==> src/pud_pkg.sv <==
package pud_pkg;

    localparam int unsigned PROF_W     = 64;
    localparam int unsigned PROF_N     = 8;
    localparam int unsigned SEL_W      = 3;
    localparam int unsigned WSEL_W     = 4;

    // write-port targets; 0..7 address the profile words
    localparam logic [3:0] SEL_CTRL1   = 4'h8;
    localparam logic [3:0] SEL_CTRL2   = 4'h9;
    localparam logic [3:0] SEL_RATE    = 4'ha;

    // control word one bit positions
    localparam int unsigned C1_RAM_EN  = 0;
    localparam int unsigned C1_PD_DIG  = 1;
    localparam int unsigned C1_PD_DAC  = 2;
    localparam int unsigned C1_PD_AUX  = 3;
    localparam int unsigned C1_PD_REF  = 4;
    localparam int unsigned C1_EXT_FST = 5;

    // control word two bit positions
    localparam int unsigned C2_INT_UPD = 0;
    localparam int unsigned C2_RATE_LO = 1;

    // single-tone profile fields
    localparam int unsigned TN_FTW_LO  = 0;
    localparam int unsigned TN_POW_LO  = 32;
    localparam int unsigned TN_ASF_LO  = 48;
    // memory-playback profile fields
    localparam int unsigned RM_MODE_LO = 0;
    localparam int unsigned RM_STA_LO  = 14;
    localparam int unsigned RM_END_LO  = 30;
    localparam int unsigned RM_RATE_LO = 40;

    localparam logic [1:0]  RATE_CTRL_RST = 2'h0;
    localparam logic [31:0] RATE_WORD_RST = 32'h0000ffff;
    localparam logic [31:0] RATE_STATIC   = 32'h00000003;
    localparam logic [32:0] CNT_STEP      = 33'h000000002;

    localparam real         CORE_CLK_NS   = 50.0;
    localparam real         PULSE_CORE_CYC = 12.0;
    localparam logic [3:0]  PULSE_CYC     = 4'(int'(PULSE_CORE_CYC));

    typedef struct packed {
        logic extFast;
        logic pdRefclk;
        logic pdAux;
        logic pdDac;
        logic pdDigital;
        logic ramEnable;
    } pud_ctrl1_t;

    typedef struct packed {
        logic [1:0] rateCtrl;
        logic       intUpdate;
    } pud_ctrl2_t;

    typedef struct packed {
        logic [13:0] asf;
        logic [15:0] pow;
        logic [31:0] ftw;
    } pud_tone_t;

    typedef struct packed {
        logic [15:0] rate;
        logic [9:0]  endAddr;
        logic [9:0]  startAddr;
        logic [2:0]  mode;
    } pud_ram_t;

    typedef struct packed {
        logic digital;
        logic dac;
        logic aux;
        logic refclk;
        logic dacBias;
        logic pll;
    } pud_pd_t;

    typedef enum logic {UPD_IDLE, UPD_LOAD} pud_upd_t;

endpackage : pud_pkg

==> src/pud_ctrl.sv <==
`timescale 1ns/100ps
//////////////////////////////////////////////////////////////////////////////
// Summary of operation
// - active profile is the binary value of the three select pins
// - profile words decode as single-tone when memory enable 0, playback when 1
// - serial writes stay staged; update strobe rising edge copies them to working
// - any change on the profile pins copies staged data like an update
// - internal-update bit makes updates internal and turns strobe pin to output
// - each internal update drives a high pulse of about 12 clocks on the pin
// - two-bit rate field divides half core clock by 1, 2, 4 or 8
// - 32-bit rate word sets the internal counter range
// - after reset rate field is 0 and rate word is 0xffff
// - rate word of 3 or less holds the strobe pin steadily high
// - four software power-down bits: core, main, auxiliary converter, clock input
// - core power-down blocks serial writes except one clearing that bit
// - with the pin low, sections follow their software power-down bits
// - with the pin high, core and both converters power down regardless of bits, clock input too unless fast recovery
// - control bit picks full or fast-recovery pin power-down keeping bias and clock
//////////////////////////////////////////////////////////////////////////////
module pud_ctrl (
    input  logic                         ref_clk,
    input  logic                         rst,
    input  logic                         clkEn,
    input  logic [pud_pkg::SEL_W-1:0]    profileSel,
    input  logic                         updIn,
    input  logic                         extPowerdownPin,
    input  logic                         wrEn,
    input  logic [pud_pkg::WSEL_W-1:0]   wrSel,
    input  logic [pud_pkg::PROF_W-1:0]   wrData,
    output logic                         updOut,
    output logic                         updOe,
    output logic [pud_pkg::SEL_W-1:0]    activeProfile,
    output logic                         ramMode,
    output pud_pkg::pud_tone_t           toneOut,
    output pud_pkg::pud_ram_t            ramOut,
    output pud_pkg::pud_pd_t             pdOut
);
    //////////////////////////////////////////////////////////////////////////
    // staged and working control
    pud_pkg::pud_ctrl1_t  stageC1, workC1, next_stageC1, next_workC1;
    pud_pkg::pud_ctrl2_t  stageC2, workC2, next_stageC2, next_workC2;
    logic [31:0]          stageRate, workRate, next_stageRate, next_workRate;
    logic [63:0]          rdData;
    logic                 memWr;
    logic                 wrOk;

    function automatic pud_pkg::pud_tone_t decode_tone(input logic [63:0] w);
        decode_tone.ftw = w[pud_pkg::TN_FTW_LO +: 32];
        decode_tone.pow = w[pud_pkg::TN_POW_LO +: 16];
        decode_tone.asf = w[pud_pkg::TN_ASF_LO +: 14];
    endfunction : decode_tone

    function automatic pud_pkg::pud_ram_t decode_ram(input logic [63:0] w);
        decode_ram.mode      = w[pud_pkg::RM_MODE_LO +: 3];
        decode_ram.startAddr = w[pud_pkg::RM_STA_LO +: 10];
        decode_ram.endAddr   = w[pud_pkg::RM_END_LO +: 10];
        decode_ram.rate      = w[pud_pkg::RM_RATE_LO +: 16];
    endfunction : decode_ram

    // a powered-down core takes only the write that wakes it
    assign wrOk  = wrEn && (!pdOut.digital ||
                   (wrSel == pud_pkg::SEL_CTRL1 && !wrData[pud_pkg::C1_PD_DIG]));
    assign memWr = wrOk && !wrSel[3];

    pud_prof_mem uMem (
        .ref_clk (ref_clk),
        .clkEn   (clkEn),
        .wrEn    (memWr),
        .wrAddr  (wrSel[2:0]),
        .wrData  (wrData),
        .rdAddr  (profileSel),
        .rdData  (rdData)
    );

    //////////////////////////////////////////////////////////////////////////
    // update events
    pud_pkg::pud_upd_t     updState, next_updState;
    logic [2:0]            prevSel, loadSel, next_prevSel, next_loadSel;
    logic                  updInPrev, next_updInPrev;
    logic                  extEdge, profChange, intUpd, updReq;

    assign extEdge    = !workC2.intUpdate && updIn && !updInPrev;
    assign profChange = profileSel != prevSel;
    assign updReq     = extEdge || profChange || intUpd;

    always_comb begin
        next_prevSel   = profileSel;
        next_updInPrev = updIn;
        next_loadSel   = loadSel;
        next_updState  = pud_pkg::UPD_IDLE;
        if (updReq) begin
            // memory read of the new selection lands one clock later
            next_updState = pud_pkg::UPD_LOAD;
            next_loadSel  = profileSel;
        end
    end

    always_ff @(posedge ref_clk or posedge rst) begin
        if (rst) begin
            updState  <= pud_pkg::UPD_IDLE;
            prevSel   <= 3'h0;
            loadSel   <= 3'h0;
            updInPrev <= 1'b0;
        end else if (clkEn) begin
            updState  <= next_updState;
            prevSel   <= next_prevSel;
            loadSel   <= next_loadSel;
            updInPrev <= next_updInPrev;
        end
    end

    //////////////////////////////////////////////////////////////////////////
    // staging and transfer to working hardware
    always_comb begin
        next_stageC1   = stageC1;
        next_stageC2   = stageC2;
        next_stageRate = stageRate;
        next_workC1    = workC1;
        next_workC2    = workC2;
        next_workRate  = workRate;
        if (wrOk) begin
            case (wrSel)
                pud_pkg::SEL_CTRL1: next_stageC1 = pud_pkg::pud_ctrl1_t'(wrData[5:0]);
                pud_pkg::SEL_CTRL2: next_stageC2 = pud_pkg::pud_ctrl2_t'(wrData[2:0]);
                pud_pkg::SEL_RATE:  next_stageRate = wrData[31:0];
                default:            next_stageRate = stageRate;
            endcase
        end
        if (updState == pud_pkg::UPD_LOAD) begin
            next_workC1   = stageC1;
            next_workC2   = stageC2;
            next_workRate = stageRate;
        end
    end

    always_ff @(posedge ref_clk or posedge rst) begin
        if (rst) begin
            stageC1   <= '0;
            workC1    <= '0;
            stageC2   <= '{rateCtrl: pud_pkg::RATE_CTRL_RST, intUpdate: 1'b0};
            workC2    <= '{rateCtrl: pud_pkg::RATE_CTRL_RST, intUpdate: 1'b0};
            stageRate <= pud_pkg::RATE_WORD_RST;
            workRate  <= pud_pkg::RATE_WORD_RST;
        end else if (clkEn) begin
            stageC1   <= next_stageC1;
            workC1    <= next_workC1;
            stageC2   <= next_stageC2;
            workC2    <= next_workC2;
            stageRate <= next_stageRate;
            workRate  <= next_workRate;
        end
    end

    // working profile outputs
    pud_pkg::pud_tone_t  next_toneOut;
    pud_pkg::pud_ram_t   next_ramOut;
    logic [2:0]          next_activeProfile;
    logic                next_ramMode;

    always_comb begin
        next_toneOut       = toneOut;
        next_ramOut        = ramOut;
        next_activeProfile = activeProfile;
        next_ramMode       = ramMode;
        if (updState == pud_pkg::UPD_LOAD) begin
            next_activeProfile = loadSel;
            next_ramMode       = stageC1.ramEnable;
            if (stageC1.ramEnable) begin
                next_ramOut = decode_ram(rdData);
            end else begin
                next_toneOut = decode_tone(rdData);
            end
        end
    end

    always_ff @(posedge ref_clk or posedge rst) begin
        if (rst) begin
            toneOut       <= '0;
            ramOut        <= '0;
            activeProfile <= 3'h0;
            ramMode       <= 1'b0;
        end else if (clkEn) begin
            toneOut       <= next_toneOut;
            ramOut        <= next_ramOut;
            activeProfile <= next_activeProfile;
            ramMode       <= next_ramMode;
        end
    end

    //////////////////////////////////////////////////////////////////////////
    // internal update generator
    logic [3:0]   presc, next_presc;
    logic [31:0]  updCnt, next_updCnt;
    logic [3:0]   pulseCnt, next_pulseCnt;
    logic         next_updOut, next_updOe;
    logic         tick, lowRate, hitNow;
    logic [3:0]   prescTop;
    logic [32:0]  cntSum;

    // half-rate clock then divide by 2^A, one tick per divided period
    assign prescTop = 4'((5'h2 << workC2.rateCtrl) - 5'h1);
    assign tick     = workC2.intUpdate && presc == prescTop;
    assign lowRate  = workRate <= pud_pkg::RATE_STATIC;
    // step of two per tick keeps the period near 2^A times the rate word
    assign cntSum   = {1'b0, updCnt} + pud_pkg::CNT_STEP;
    assign hitNow   = tick && cntSum >= {1'b0, workRate};
    assign intUpd   = hitNow;

    always_comb begin
        next_presc    = presc;
        next_updCnt   = updCnt;
        next_pulseCnt = pulseCnt;
        next_updOe    = workC2.intUpdate;
        next_updOut   = 1'b0;
        if (!workC2.intUpdate) begin
            next_presc    = 4'h0;
            next_updCnt   = 32'h0;
            next_pulseCnt = 4'h0;
        end else begin
            next_presc = tick ? 4'h0 : presc + 4'h1;
            if (tick) begin
                next_updCnt = hitNow ? 32'h0 : cntSum[31:0];
            end
            if (hitNow) begin
                next_pulseCnt = pud_pkg::PULSE_CYC;
            end else if (pulseCnt != 4'h0) begin
                next_pulseCnt = pulseCnt - 4'h1;
            end
            next_updOut = lowRate || next_pulseCnt != 4'h0;
        end
    end

    always_ff @(posedge ref_clk or posedge rst) begin
        if (rst) begin
            presc    <= 4'h0;
            updCnt   <= 32'h0;
            pulseCnt <= 4'h0;
            updOut   <= 1'b0;
            updOe    <= 1'b0;
        end else if (clkEn) begin
            presc    <= next_presc;
            updCnt   <= next_updCnt;
            pulseCnt <= next_pulseCnt;
            updOut   <= next_updOut;
            updOe    <= next_updOe;
        end
    end

    //////////////////////////////////////////////////////////////////////////
    // power-down
    pud_pkg::pud_pd_t next_pdOut;

    always_comb begin
        if (extPowerdownPin) begin
            next_pdOut = '{digital: 1'b1, dac: 1'b1, aux: 1'b1, refclk: 1'b1,
                           dacBias: 1'b1, pll: 1'b1};
            if (workC1.extFast) begin
                // fast wake keeps bias and clocking alive at a power cost
                next_pdOut.refclk  = 1'b0;
                next_pdOut.dacBias = 1'b0;
                next_pdOut.pll     = 1'b0;
            end
        end else begin
            next_pdOut = '{digital: workC1.pdDigital, dac: workC1.pdDac,
                           aux: workC1.pdAux, refclk: workC1.pdRefclk,
                           dacBias: workC1.pdDac, pll: workC1.pdRefclk};
        end
    end

    always_ff @(posedge ref_clk or posedge rst) begin
        if (rst) begin
            pdOut <= '0;
        end else if (clkEn) begin
            pdOut <= next_pdOut;
        end
    end

    //////////////////////////////////////////////////////////////////////////
    // checks
    prof_change_load_a: assert property (@(posedge ref_clk) disable iff (rst)
        (clkEn && profileSel != prevSel) |=> updState == pud_pkg::UPD_LOAD)
        else $error("profile change did not start a transfer");

    strobe_edge_load_a: assert property (@(posedge ref_clk) disable iff (rst)
        (clkEn && !workC2.intUpdate && updIn && !updInPrev) |=> updState == pud_pkg::UPD_LOAD)
        else $error("strobe edge did not start a transfer");

    active_prof_a: assert property (@(posedge ref_clk) disable iff (rst)
        (clkEn && updState == pud_pkg::UPD_LOAD) |=> activeProfile == $past(loadSel))
        else $error("active profile not taken from select pins");

    ext_pd_all_a: assert property (@(posedge ref_clk) disable iff (rst)
        (clkEn && extPowerdownPin) |=> pdOut.digital && pdOut.dac && pdOut.aux)
        else $error("pin power-down missed a section");

    soft_pd_follow_a: assert property (@(posedge ref_clk) disable iff (rst)
        (clkEn && !extPowerdownPin) |=> pdOut.aux == $past(workC1.pdAux))
        else $error("software power-down bit not followed");

    fast_keep_a: assert property (@(posedge ref_clk) disable iff (rst)
        (clkEn && extPowerdownPin && workC1.extFast) |=> !pdOut.pll && !pdOut.dacBias)
        else $error("fast recovery powered down kept sections");

    blocked_write_a: assert property (@(posedge ref_clk) disable iff (rst)
        (clkEn && wrEn && pdOut.digital && wrSel == pud_pkg::SEL_RATE) |=> $stable(stageRate))
        else $error("write accepted while core powered down");

    static_high_a: assert property (@(posedge ref_clk) disable iff (rst)
        (clkEn && workC2.intUpdate && lowRate) |=> updOut)
        else $error("strobe not held high at low rate word");

    pulse_len_a: assert property (@(posedge ref_clk) disable iff (rst)
        (clkEn && hitNow && !lowRate) ##1 clkEn[*2] |-> updOut && pulseCnt == 4'hb)
        else $error("internal update pulse length wrong");

    rate_reset_a: assert property (@(posedge ref_clk)
        $fell(rst) |-> workRate == pud_pkg::RATE_WORD_RST && workC2.rateCtrl == 2'h0)
        else $error("rate values wrong after reset");

    output_dir_a: assert property (@(posedge ref_clk) disable iff (rst)
        (clkEn && $changed(workC2.intUpdate)) |=> updOe == $past(workC2.intUpdate))
        else $error("strobe pin direction not following mode");

endmodule : pud_ctrl

==> src/pud_prof_mem.sv <==
`timescale 1ns/100ps
module pud_prof_mem (
    input  logic                        ref_clk,
    input  logic                        clkEn,
    input  logic                        wrEn,
    input  logic [pud_pkg::SEL_W-1:0]   wrAddr,
    input  logic [pud_pkg::PROF_W-1:0]  wrData,
    input  logic [pud_pkg::SEL_W-1:0]   rdAddr,
    output logic [pud_pkg::PROF_W-1:0]  rdData
);
    // staged profile words; no reset, contents are software's to define
    logic [pud_pkg::PROF_W-1:0] mem [pud_pkg::PROF_N];

    always_ff @(posedge ref_clk) begin
        if (clkEn) begin
            if (wrEn) begin
                mem[wrAddr] <= wrData;
            end
            rdData <= mem[rdAddr];
        end
    end
endmodule : pud_prof_mem
==> config.mk <==
export PLATFORM = sky130hd
export DESIGN_NAME = pud_ctrl
export DESIGN_NICKNAME = d
export VERILOG_FILES = /design/src/pud_pkg.sv /design/src/pud_ctrl.sv /design/src/pud_prof_mem.sv
export SDC_FILE = /design/constraint.sdc
export NUM_CORES = 1
export LEC_CHECK = 0
export BUFFER_PORTS_ARGS = -buffer_cell sky130_fd_sc_hd__buf_2
export CORE_MARGIN = 8
export CORE_UTILIZATION = 65
export DETAILED_ROUTE_END_ITERATION = 8
export PLACE_DENSITY = 0.89
export SLEW_MARGIN = 20
export SYNTH_ARGS = -nofsm -noshare
export SYNTH_HDL_FRONTEND = slang
export SYNTH_SLANG_ARGS = --single-unit
==> constraint.sdc <==
create_clock -name ref_clk -period 24.1 [get_ports ref_clk]
set_clock_uncertainty 0.05 [all_clocks]
set_input_delay 3.615 -clock ref_clk [delete_from_list [all_inputs] [get_ports ref_clk]]
set_output_delay 3.615 -clock ref_clk [all_outputs]
set_load 0.05 [all_outputs]
Word level (Yosys, flattened, before mapping). Memory sizes are Yosys's and may differ from the RTL's. A register that Yosys moved wholly into a read port is not among the register bits. Cells that the tools add are included.

Memory bits (writable): 512. Logic and storage cells: 98. Flip-flop bits (word level): 242. Output and inout bits: 113. Memories: 1.

Reduce and logical (&&, ||, !) cells: 26. Bitwise operators: 1. Shift operators: 1. Order comparisons: 2. Eq/ne operators: 6. Mux-type cells: 16. Add/sub/neg operators: 4.

Memories: uMem.mem (depth 8, bits a word 64, read ports 1, clocked after Yosys merged registers in 1, write ports 1, line pud_prof_mem.sv:12) `logic [pud_pkg::PROF_W-1:0] mem [pud_pkg::PROF_N];`.

Operators with widths (number): 2-to-1 mux 32 bit (3); adder 32 x 2 -> 33 bit (second input constant) (1); >= comparator 33 x 32 -> 1 bit (1); <= comparator 32 x 2 -> 1 bit (second input constant) (1); 2-to-1 mux 4 bit (6); AND reduction 3 bit (5); == test 4 bit (second input constant) (3); nonzero test 4 bit (2); subtractor 4 x 1 -> 4 bit (second input constant) (2); logical AND 1 bit (7); 2-to-1 mux 6 bit (1); AND reduction 2 bit (3); zero test 1 bit (5); 2-to-1 mux 1 bit (5); adder 4 x 1 -> 4 bit (second input constant) (1); == test 4 bit (1); logical OR 1 bit (4); left shift 2 x 2 -> 4 bit (first input constant) (1); 2-to-1 mux 3 bit (1); != test 3 bit (1); != test 2 x 1 -> 1 bit (second input constant) (1); NOT 1 bit (1).

Longest topological paths before layout. Gate-level depths: netlist of run 1.

Depth after elaboration: 10. Mapped depth: 17. Gate-level depth less buffers: 13.

Modules after synthesis. Synthesis of run 1 repeated with hierarchy kept, for this count alone.

Cells, all modules: 1707. Area total of the unflattened synthesis: 32344.8 µm².

By module, submodules not included: pud_prof_mem (cells an instance 816, area each 21190.3 µm², sequential area each 17296.6 µm², instances 1); pud_ctrl (cells an instance 891, area each 11154.4 µm², sequential area each 6045.8 µm², instances 1).

Worst setup path after synthesis of run 1. OpenSTA, ideal clock, no wires.

Path type: input -> register. From: input port wrEn. To: memory uMem.mem[0][0] (netlist bit), enable pin. Required time: 23.491 ns. Library setup time: 0.559 ns. Path slack: 14.973 ns. Cell stages on the path: 4. Arrival: 8.518 ns. Cells stage by stage: nand2_1 or2_1 or3_1 nor3_1.

Longest elaborated chain between the ends: 5.

Ends and longest elaborated chain: from (decl) (line pud_ctrl.sv:27) `input logic wrEn,`; logical AND 1 bit (line pud_ctrl.sv:61) `assign wrOk = wrEn && (!pdOut.digital ||`; logical AND 1 bit (line pud_ctrl.sv:63) `assign memWr = wrOk && !wrSel[3];`; 2-to-1 mux 1 bit (line pud_prof_mem.sv:16) `if (wrEn) begin`; 2-to-1 mux 1 bit (line pud_prof_mem.sv:15) `if (clkEn) begin`; 2-to-1 mux 1 bit (not written as such) (line pud_prof_mem.sv:17) `mem[wrAddr] <= wrData;`; to (decl) (line pud_prof_mem.sv:12).

Every way passes these cells.

Final worst setup path of run 1.
From: input port clkEn. To: memory uMem.mem[2][40] (netlist bit), enable pin.

Longest elaborated chain between the ends: 2.

Ends and longest elaborated chain: from (decl) (line pud_ctrl.sv:23) `input logic clkEn,`; 2-to-1 mux 1 bit (line pud_prof_mem.sv:15); 2-to-1 mux 1 bit (not written as such) (line pud_prof_mem.sv:17).

Every way passes these cells.

==> results of run 1 <==
[per-stage QoR]
stage / total power [mW] / hold slack, ps / area (sq um) / instances / worst slack (ps)
detailed placement: 2.170 / 420.9 / 33070 / 2419 / 17430
global placement: 2.145 / 403.6 / 33070 / 2419 / 17490
finish: 3.330 / 439.3 / 35600 / 2576 / 18030
global route: 3.428 / 447.4 / 35580 / 2570 / 17890
floorplan: 2.021 / 405.5 / 31450 / 1675 / 13900
CTS: 3.345 / 434.2 / 35550 / 2561 / 18030
[flip-flops by register name, indices dropped and copies added (netlist names)]
signal / flops
next_updOe: 1
uMem.rdData: 62
workC1: 5
pdOut: 5
loadSel: 3
ramMode: 1
uMem.mem: 496
ramOut: 39
prevSel: 3
activeProfile: 3
updOe: 1
workRate: 32
presc: 4
updState: 1
pulseCnt: 4
stageC1: 6
workC2: 2
toneOut: 62
updCnt: 31
stageC2: 3
updOut: 1
stageRate: 32
updInPrev: 1
[cell usage after synthesis, drive strengths merged (2+ instances only)]
library cell / count / area share [%]
nand4: 19 / 0.38
and2: 7 / 0.14
xor2: 7 / 0.19
a21oi: 24 / 0.38
nand2b: 4 / 0.080
clkbuf: 43 / 0.51
nor4: 12 / 0.26
o2111ai: 2 / 0.056
or2: 5 / 0.099
nor3: 16 / 0.27
a211o: 3 / 0.084
a32o: 16 / 0.51
o21ai: 13 / 0.21
nor2b: 3 / 0.060
nor2: 40 / 0.48
and4: 3 / 0.084
ha: 34 / 1.4
mux4: 124 / 8.9
and3: 7 / 0.14
mux2: 253 / 9.1
xnor2: 24 / 0.67
dfstp: 32 / 2.7
inv: 46 / 0.55
nand3: 42 / 0.67
o211ai: 7 / 0.23
and4b: 2 / 0.064
nand2: 53 / 0.66
mux2i: 4 / 0.13
dfrtp: 208 / 17
a21o: 6 / 0.14
or3: 5 / 0.099
a31oi: 3 / 0.060
buf: 33 / 0.53
edfxtp: 558 / 53
[path summary, 6_finish.rpt]
kind                                          start                   endpoint  cells past startpoint
setup / recovery                              clkEn  uMem.mem[2][40]$_DFFE_PP_                      6
hold / removal             uMem.rdData[3]$_DFFE_PP_     toneOut[3]$_DFFE_PP0P_                      1
setup reg to reg              updCnt[1]$_DFFE_PP0P_     loadSel[1]$_DFFE_PP0P_                     13
hold reg to reg            uMem.rdData[3]$_DFFE_PP_     toneOut[3]$_DFFE_PP0P_                      1
max in group asynchronous                       rst   workRate[18]$_DFFE_PP0P_                      3
min in group asynchronous                       rst    toneOut[56]$_DFFE_PP0P_                      2
[critical path: cells and delay by family]
family / cells / cell delay, ps
buffers and inverters: 2 / 1030
and+or+nand+nor: 4 / 1510
[kinds of logic (layout without fill, tap and decap cells)]
family	count (synthesis)	in the layout
other	0	15
xor gates and xnor gates	31	31
buffers and inverters	122	393
muxes	381	381
DFF	798	798
AOI/OAI and AO/OA	88	88
and+or+nand+nor	221	221
adders and majority gates	34	34
[metal layers]
layer	share of wire, %	global-route usage, %	vias up
met5	0.014	0	-
met4	3.1	10.08	2
met3	7.2	5.212	152
met2	52	44.17	802
met1	37	31.14	8813
li1	-	-	7005
[power by group]
group	internal, mW	switching [mW]
Combinational	0.156	0.364
Clock	0.671	0.506
Sequential	1.57	0.0594
Total	2.40	0.929
[area by class of cell]
type / count / area [sq um] / area share (%)
sequential: 798 / 22800 / 64.05
multi-input combinational: 755 / 8228 / 23.11
clock buffer: 113 / 2238 / 6.288
timing repair buffer: 205 / 1104 / 3.100
tap: 615 / 769.5 / 2.162
clock inverter: 29 / 239.0 / 0.6713
inverter: 46 / 180.2 / 0.5061
antenna: 15 / 37.54 / 0.1054
==> impl_metrics.csv, run 1 <==
group,metric,value,unit
synth,avgSynthCellArea,18.78,sq um
synth,synth-seq-cells,798,
timing,fin_crit_sh,25.19,%
timing,fmax,0.1647,GHz
grt,antenna_found_initial,14,
timing,finalHoldViolations,0,
detailed_routing,wire_per_inst,27.64,um
critical_path,critPathArrivalTime,6250,ps
clock_network,cts_buffers,76,
placed_design,place_congestion,0.8367,
synth,synth_top_family_by_area,"multiplexers",
floorplan,start_util,65.87,%
outcome,outcome,"finished clean",
detailed_routing,vias,16774,
floorplan,die_height,236.0,um
synth,ys.flop_type,"edfxtp_1",
cells_and_area,final_nets,1993,
floorplan,row_count,80,
critical_path,path_cells,"buf_4 -> nand2_1 -> or2_1 -> or3_1 -> nor2_4 -> buf_4",
critical_path,critical_path_class,"in -> reg",
critical_path,ff2ff_setup_slack,19350,ps
grt,grt_pass1_wl,107.8,mm
placed_design,dp_hpwl,38.10,mm
cells_and_area,drive_gt1_share,38.44,%
cells_and_area,fill_cells,2464,
floorplan,core-area,0.04775,sq mm
pwr,leakagePower,13.09,nW
floorplan,pin_count,190,
detailed_routing,drtPass1Iterations,5,
synth,synth_edf_count,558,
grt,grt_max_degree,160,
clock_network,clk_pin_slew_worst_paths,60,ps
synth,synthArstFlopShare,30.08,%
synth,yosysUniqueCellTypes,62,
clock_network,htree_levels,3,
critical_path,cp_common_cell,"buf_4",
critical_path,crit_required,24280,ps
timing,totalNegativeSetupSlack,0,ps
clock_network,worstSkewPairLatency,610,ps
synth,yosys.area_share.simple,3.560,%
detailed_routing,vias_per_cell,6.512,
clock_network,post_cts_buffers,0,
cells_and_area,final_common_cell,"edfxtp_1",
clock_network,ctsResizeCount,0,
grt,overflow,0,
synth,synthMuxAreaShare,18.07,%
timing,finalCriticalPeriod,6070,ps
timing,setup_violations,0,
synth,synth-xor-area-share,0.8633,%
cells_and_area,postLayoutCoreUtil,74.56,%
clock_network,postCtsHoldBufs,0,
grt,gr-usage-all-layers,25.40,%
synth,synth_seq_area_share,72.50,%
cells_and_area,layout_common_cells,"edfxtp_1 (558), mux2_2 (249), dfrtp_1 (208)",
timing,finalMaxSlewViolations,0,
synth,synth-compound-area-share,2.069,%
placed_design,io_buffers,187,
timing,slew_headroom,22.89,%
detailed_routing,route.detailed.drc,0,
synth,synth_cells,1675,
clock_network,clockBufferDepth,3,
floorplan,dieArea,0.05568,sq mm
floorplan,die_w,236.0,um
pwr,powerDensity,93.55,mW/mm^2
synth,synth_nets,1786,
synth,ys_warn_count,0,
cells_and_area,synthToLayoutAreaGrowth,13.18,%
synth,syn_area,0.03145,sq mm
detailed_routing,drt-total-wl,71.21,mm
critical_path,path_max_fanout,45,
job,maxCapViolations,0,
critical_path,start_kind,"primary input",
critical_path,end_kind,"flip-flop",
grt,grt_pass1_vias,17852,
timing,tightest_slew,1157,ps
synth,synthAdderAreaFrac,1.353,%
min_path,hold_class,"reg -> reg",
clock_network,root_buffer,"clkbuf_16",
clock_network,cts_tree,"built",
timing,rsz0062_at_grt,"no",
critical_path,max_stage_delay,720,ps
detailed_routing,ant_nets,0,
critical_path,crit_slowest_cell,"buf_4",
pwr,vdd_ir_drop_max,46.67,uV
detailed_routing,drtIter0Drc,1717,
clock_network,clock_sinks,798,
Power figures use the tool's default switching activity.
==> run 2, diff against run 1 <==
--- a/config.mk
+++ b/config.mk
@@ -7,9 +7,9 @@
 export LEC_CHECK = 0
 export BUFFER_PORTS_ARGS = -buffer_cell sky130_fd_sc_hd__buf_2
 export CORE_MARGIN = 8
-export CORE_UTILIZATION = 65
+export CORE_UTILIZATION = 55
 export DETAILED_ROUTE_END_ITERATION = 8
-export PLACE_DENSITY = 0.89
+export PLACE_DENSITY = 0.81
 export SLEW_MARGIN = 20
 export SYNTH_ARGS = -nofsm -noshare
 export SYNTH_HDL_FRONTEND = slang
==> constraint.sdc (replaced) <==
create_clock -name ref_clk -period 5.2 [get_ports ref_clk]
set_clock_uncertainty 0.05 [all_clocks]
set_input_delay 0.78 -clock ref_clk [delete_from_list [all_inputs] [get_ports ref_clk]]
set_output_delay 0.78 -clock ref_clk [all_outputs]
set_load 0.05 [all_outputs]
==> impl_metrics.csv, run 2 (synthesis results as in run 1) <==
group,metric,value,unit
outcome,outcome,"finished clean",
pwr,powerDensity,432.8,mW/mm^2
critical_path,crit_slowest_cell,"nor4_2",
cells_and_area,drive_gt1_share,38.91,%
detailed_routing,wl_met3,4.170,mm
critical_path,worstReg2RegStart,"updCnt[1]$_DFFE_PP0P_",
critical_path,path_max_fanout,40,
detailed_routing,drtPass1Iterations,5,
detailed_routing,vias_per_cell,5.964,
cells_and_area,top_register,"uMem.mem",
clock_network,ctsResizeCount,0,
cells_and_area,fill_cells,3612,
clock_network,postCtsHoldBufs,0,
detailed_routing,vias,16204,
placed_design,place_congestion,0.8558,
timing,rsz0062_at_grt,"no",
grt,grt_max_degree,180,
timing,fin_crit_sh,84.97,%
cells_and_area,register_area,0.02280,sq mm
cells_and_area,synthToLayoutAreaGrowth,14.49,%
detailed_routing,wl_met2,34.53,mm
timing,fmax,0.2263,GHz
clock_network,post_cts_buffers,0,
detailed_routing,ant_nets,0,
timing,totalNegativeSetupSlack,0,ps
detailed_routing,wire_per_inst,24.54,um
clock_network,cts_buffers,77,
detailed_routing,drt-total-wl,66.67,mm
detailed_routing,highest_layer,"met5",
floorplan,core-area,0.05650,sq mm
critical_path,end_kind,"flip-flop",
critical_path,start_kind,"flip-flop",
clock_network,clockBufferDepth,3,
critical_path,reg2reg_depth,14,
timing,finalHoldViolations,0,
detailed_routing,route.detailed.drc,0,
grt,grt_pass1_wl,101.2,mm
critical_path,critical_path_class,"reg -> reg",
floorplan,pin_count,190,
timing,setup_violations,0,
grt,antenna_found_initial,9,
cells_and_area,multi_input_area,0.008227,sq mm
timing,whs,221.1,ps
detailed_routing,drt-met1-wl,26.42,mm
grt,gr-usage-all-layers,20.57,%
cells_and_area,final_nets,2005,
critical_path,critical_path_depth,14,
pwr,vdd_ir_drop_max,339.8,uV
pwr,leakagePower,13.19,nW
grt,overflow,0,
clock_network,htree_levels,3,
critical_path,crit_required,5680,ps
cells_and_area,layout_common_cells,"edfxtp_1 (558), mux2_2 (249), dfrtp_1 (208)",
cells_and_area,final_common_cell,"edfxtp_1",
clock_network,worstSkewPairLatency,610,ps
timing,finalMaxSlewViolations,0,
critical_path,critPathBufInv,1,
placed_design,io_buffers,187,
cells_and_area,reg_top3,"uMem.mem: 496 flops, toneOut: 62 flops, uMem.rdData: 62 flops",
critical_path,r2r-end,"pulseCnt[3]$_DFFE_PP0P_",
critical_path,critPathTopFamily,"simple AND/OR/NAND/NOR gates",
timing,finalCriticalPeriod,4418,ps
placed_design,dp_hpwl,38.31,mm
critical_path,path_cells,"ha_1 -> and2_1 -> nand4_1 -> nor3_1 -> nand3_1 -> xnor2_1 -> ha_1 -> nand3_1 -> nor4_2 -> o311ai_0 -> and4b_1 -> buf_4 -> a21oi_1 -> a2bb2oi_1",
timing,tightest_slew,1118,ps
floorplan,die_height,255.1,um
critical_path,ff2ff_setup_slack,780,ps
floorplan,start_util,55.67,%
grt,grt_pass1_vias,17144,
min_path,hold_class,"in -> async",
critical_path,critPathArrivalTime,4900,ps
floorplan,row_count,87,
clock_network,clock_sinks,798,
clock_network,root_buffer,"clkbuf_16",
job,maxCapViolations,0,
clock_network,clk_pin_slew_worst_paths,60,ps
detailed_routing,drtIter0Drc,1394,
clock_network,cts_tree,"built",
floorplan,dieArea,0.06509,sq mm
timing,slew_headroom,25.49,%
floorplan,die_w,255.1,um
critical_path,max_stage_delay,550,ps
cells_and_area,largest_reg_flops,496,
==> run 2: cell count changes in the layout (fill, tap and decap cells not counted), moves of 2 or more <==
cell and change:
clkinv_8 -2, clkbuf_1 -5, bufinv_16 +7, clkbuf_16 -2
buf_4 +5, buf_12 +5, clkinvlp_4 +6, clkbuf_8 -4
diode_2 -10, inv_8 -2
==> run 2: report_power, final <==
group,switching (mW),leakage (nW),internal (mW),total [mW]
Sequential,0.257,8.02,7.29,7.55
Clock,2.33,1.25,3.33,5.66
Combinational,1.65,3.92,0.729,2.38
Total,4.24,13.2,11.4,15.6
==> run 2: per-layer routing <==
metal	GRT usage (%)	vias up
met5	0	-
met4	6.175	8
met3	3.838	110
met2	35.58	547
met1	26.49	8511
li1	-	7028
==> run 2: how the worst max path moves through the flow <==
stage | start | end | slack [ps]
floorplan | wrEn | uMem.mem[2][0]$_DFFE_PP_ | 590
global placement | updCnt[1]$_DFFE_PP0P_ | updOut$_DFFE_PP0P_ | 920
detailed placement | updCnt[1]$_DFFE_PP0P_ | pulseCnt[3]$_DFFE_PP0P_ | 870
CTS | updCnt[1]$_DFFE_PP0P_ | loadSel[0]$_DFFE_PP0P_ | 770
global route | updCnt[1]$_DFFE_PP0P_ | pulseCnt[3]$_DFFE_PP0P_ | 450
finish | updCnt[1]$_DFFE_PP0P_ | pulseCnt[3]$_DFFE_PP0P_ | 780
==> run 2: worst reg2reg max path, stage by stage, from the launching register on <==
cell       delay [ps]
dfrtp_1           440
ha_1              290
and2_1            200
nand4_1           260
nor3_1            370
nand3_1           200
xnor2_1           200
ha_1              320
nand3_1           170
nor4_2            550
o311ai_0          220
and4b_1           270
buf_4             270
a21oi_1           310
a2bb2oi_1         220
==> run 2: final cells by class <==
class	instances	share of cell area, %
sequential	798	63.32
multi-input combinational	755	22.85
clock buffer	101	5.858
timing repair buffer	216	3.523
tap	756	2.627
clock inverter	40	1.296
inverter	46	0.4899
antenna	5	0.03475
==> run 2: through the flow <==
stage	area (sq um)	power (mW)	utilization, %	worst slack, ps	instances
after floorplan	31460	9.368	-	588.8	1675
after global placement	33390	9.962	59.11	919.7	2570
after detailed placement	33390	10.06	59.11	869.0	2570
after CTS	35970	15.70	63.67	774.3	2711
after global routing	36000	16.09	63.71	448.0	2712
final	36010	15.59	63.74	781.7	2717
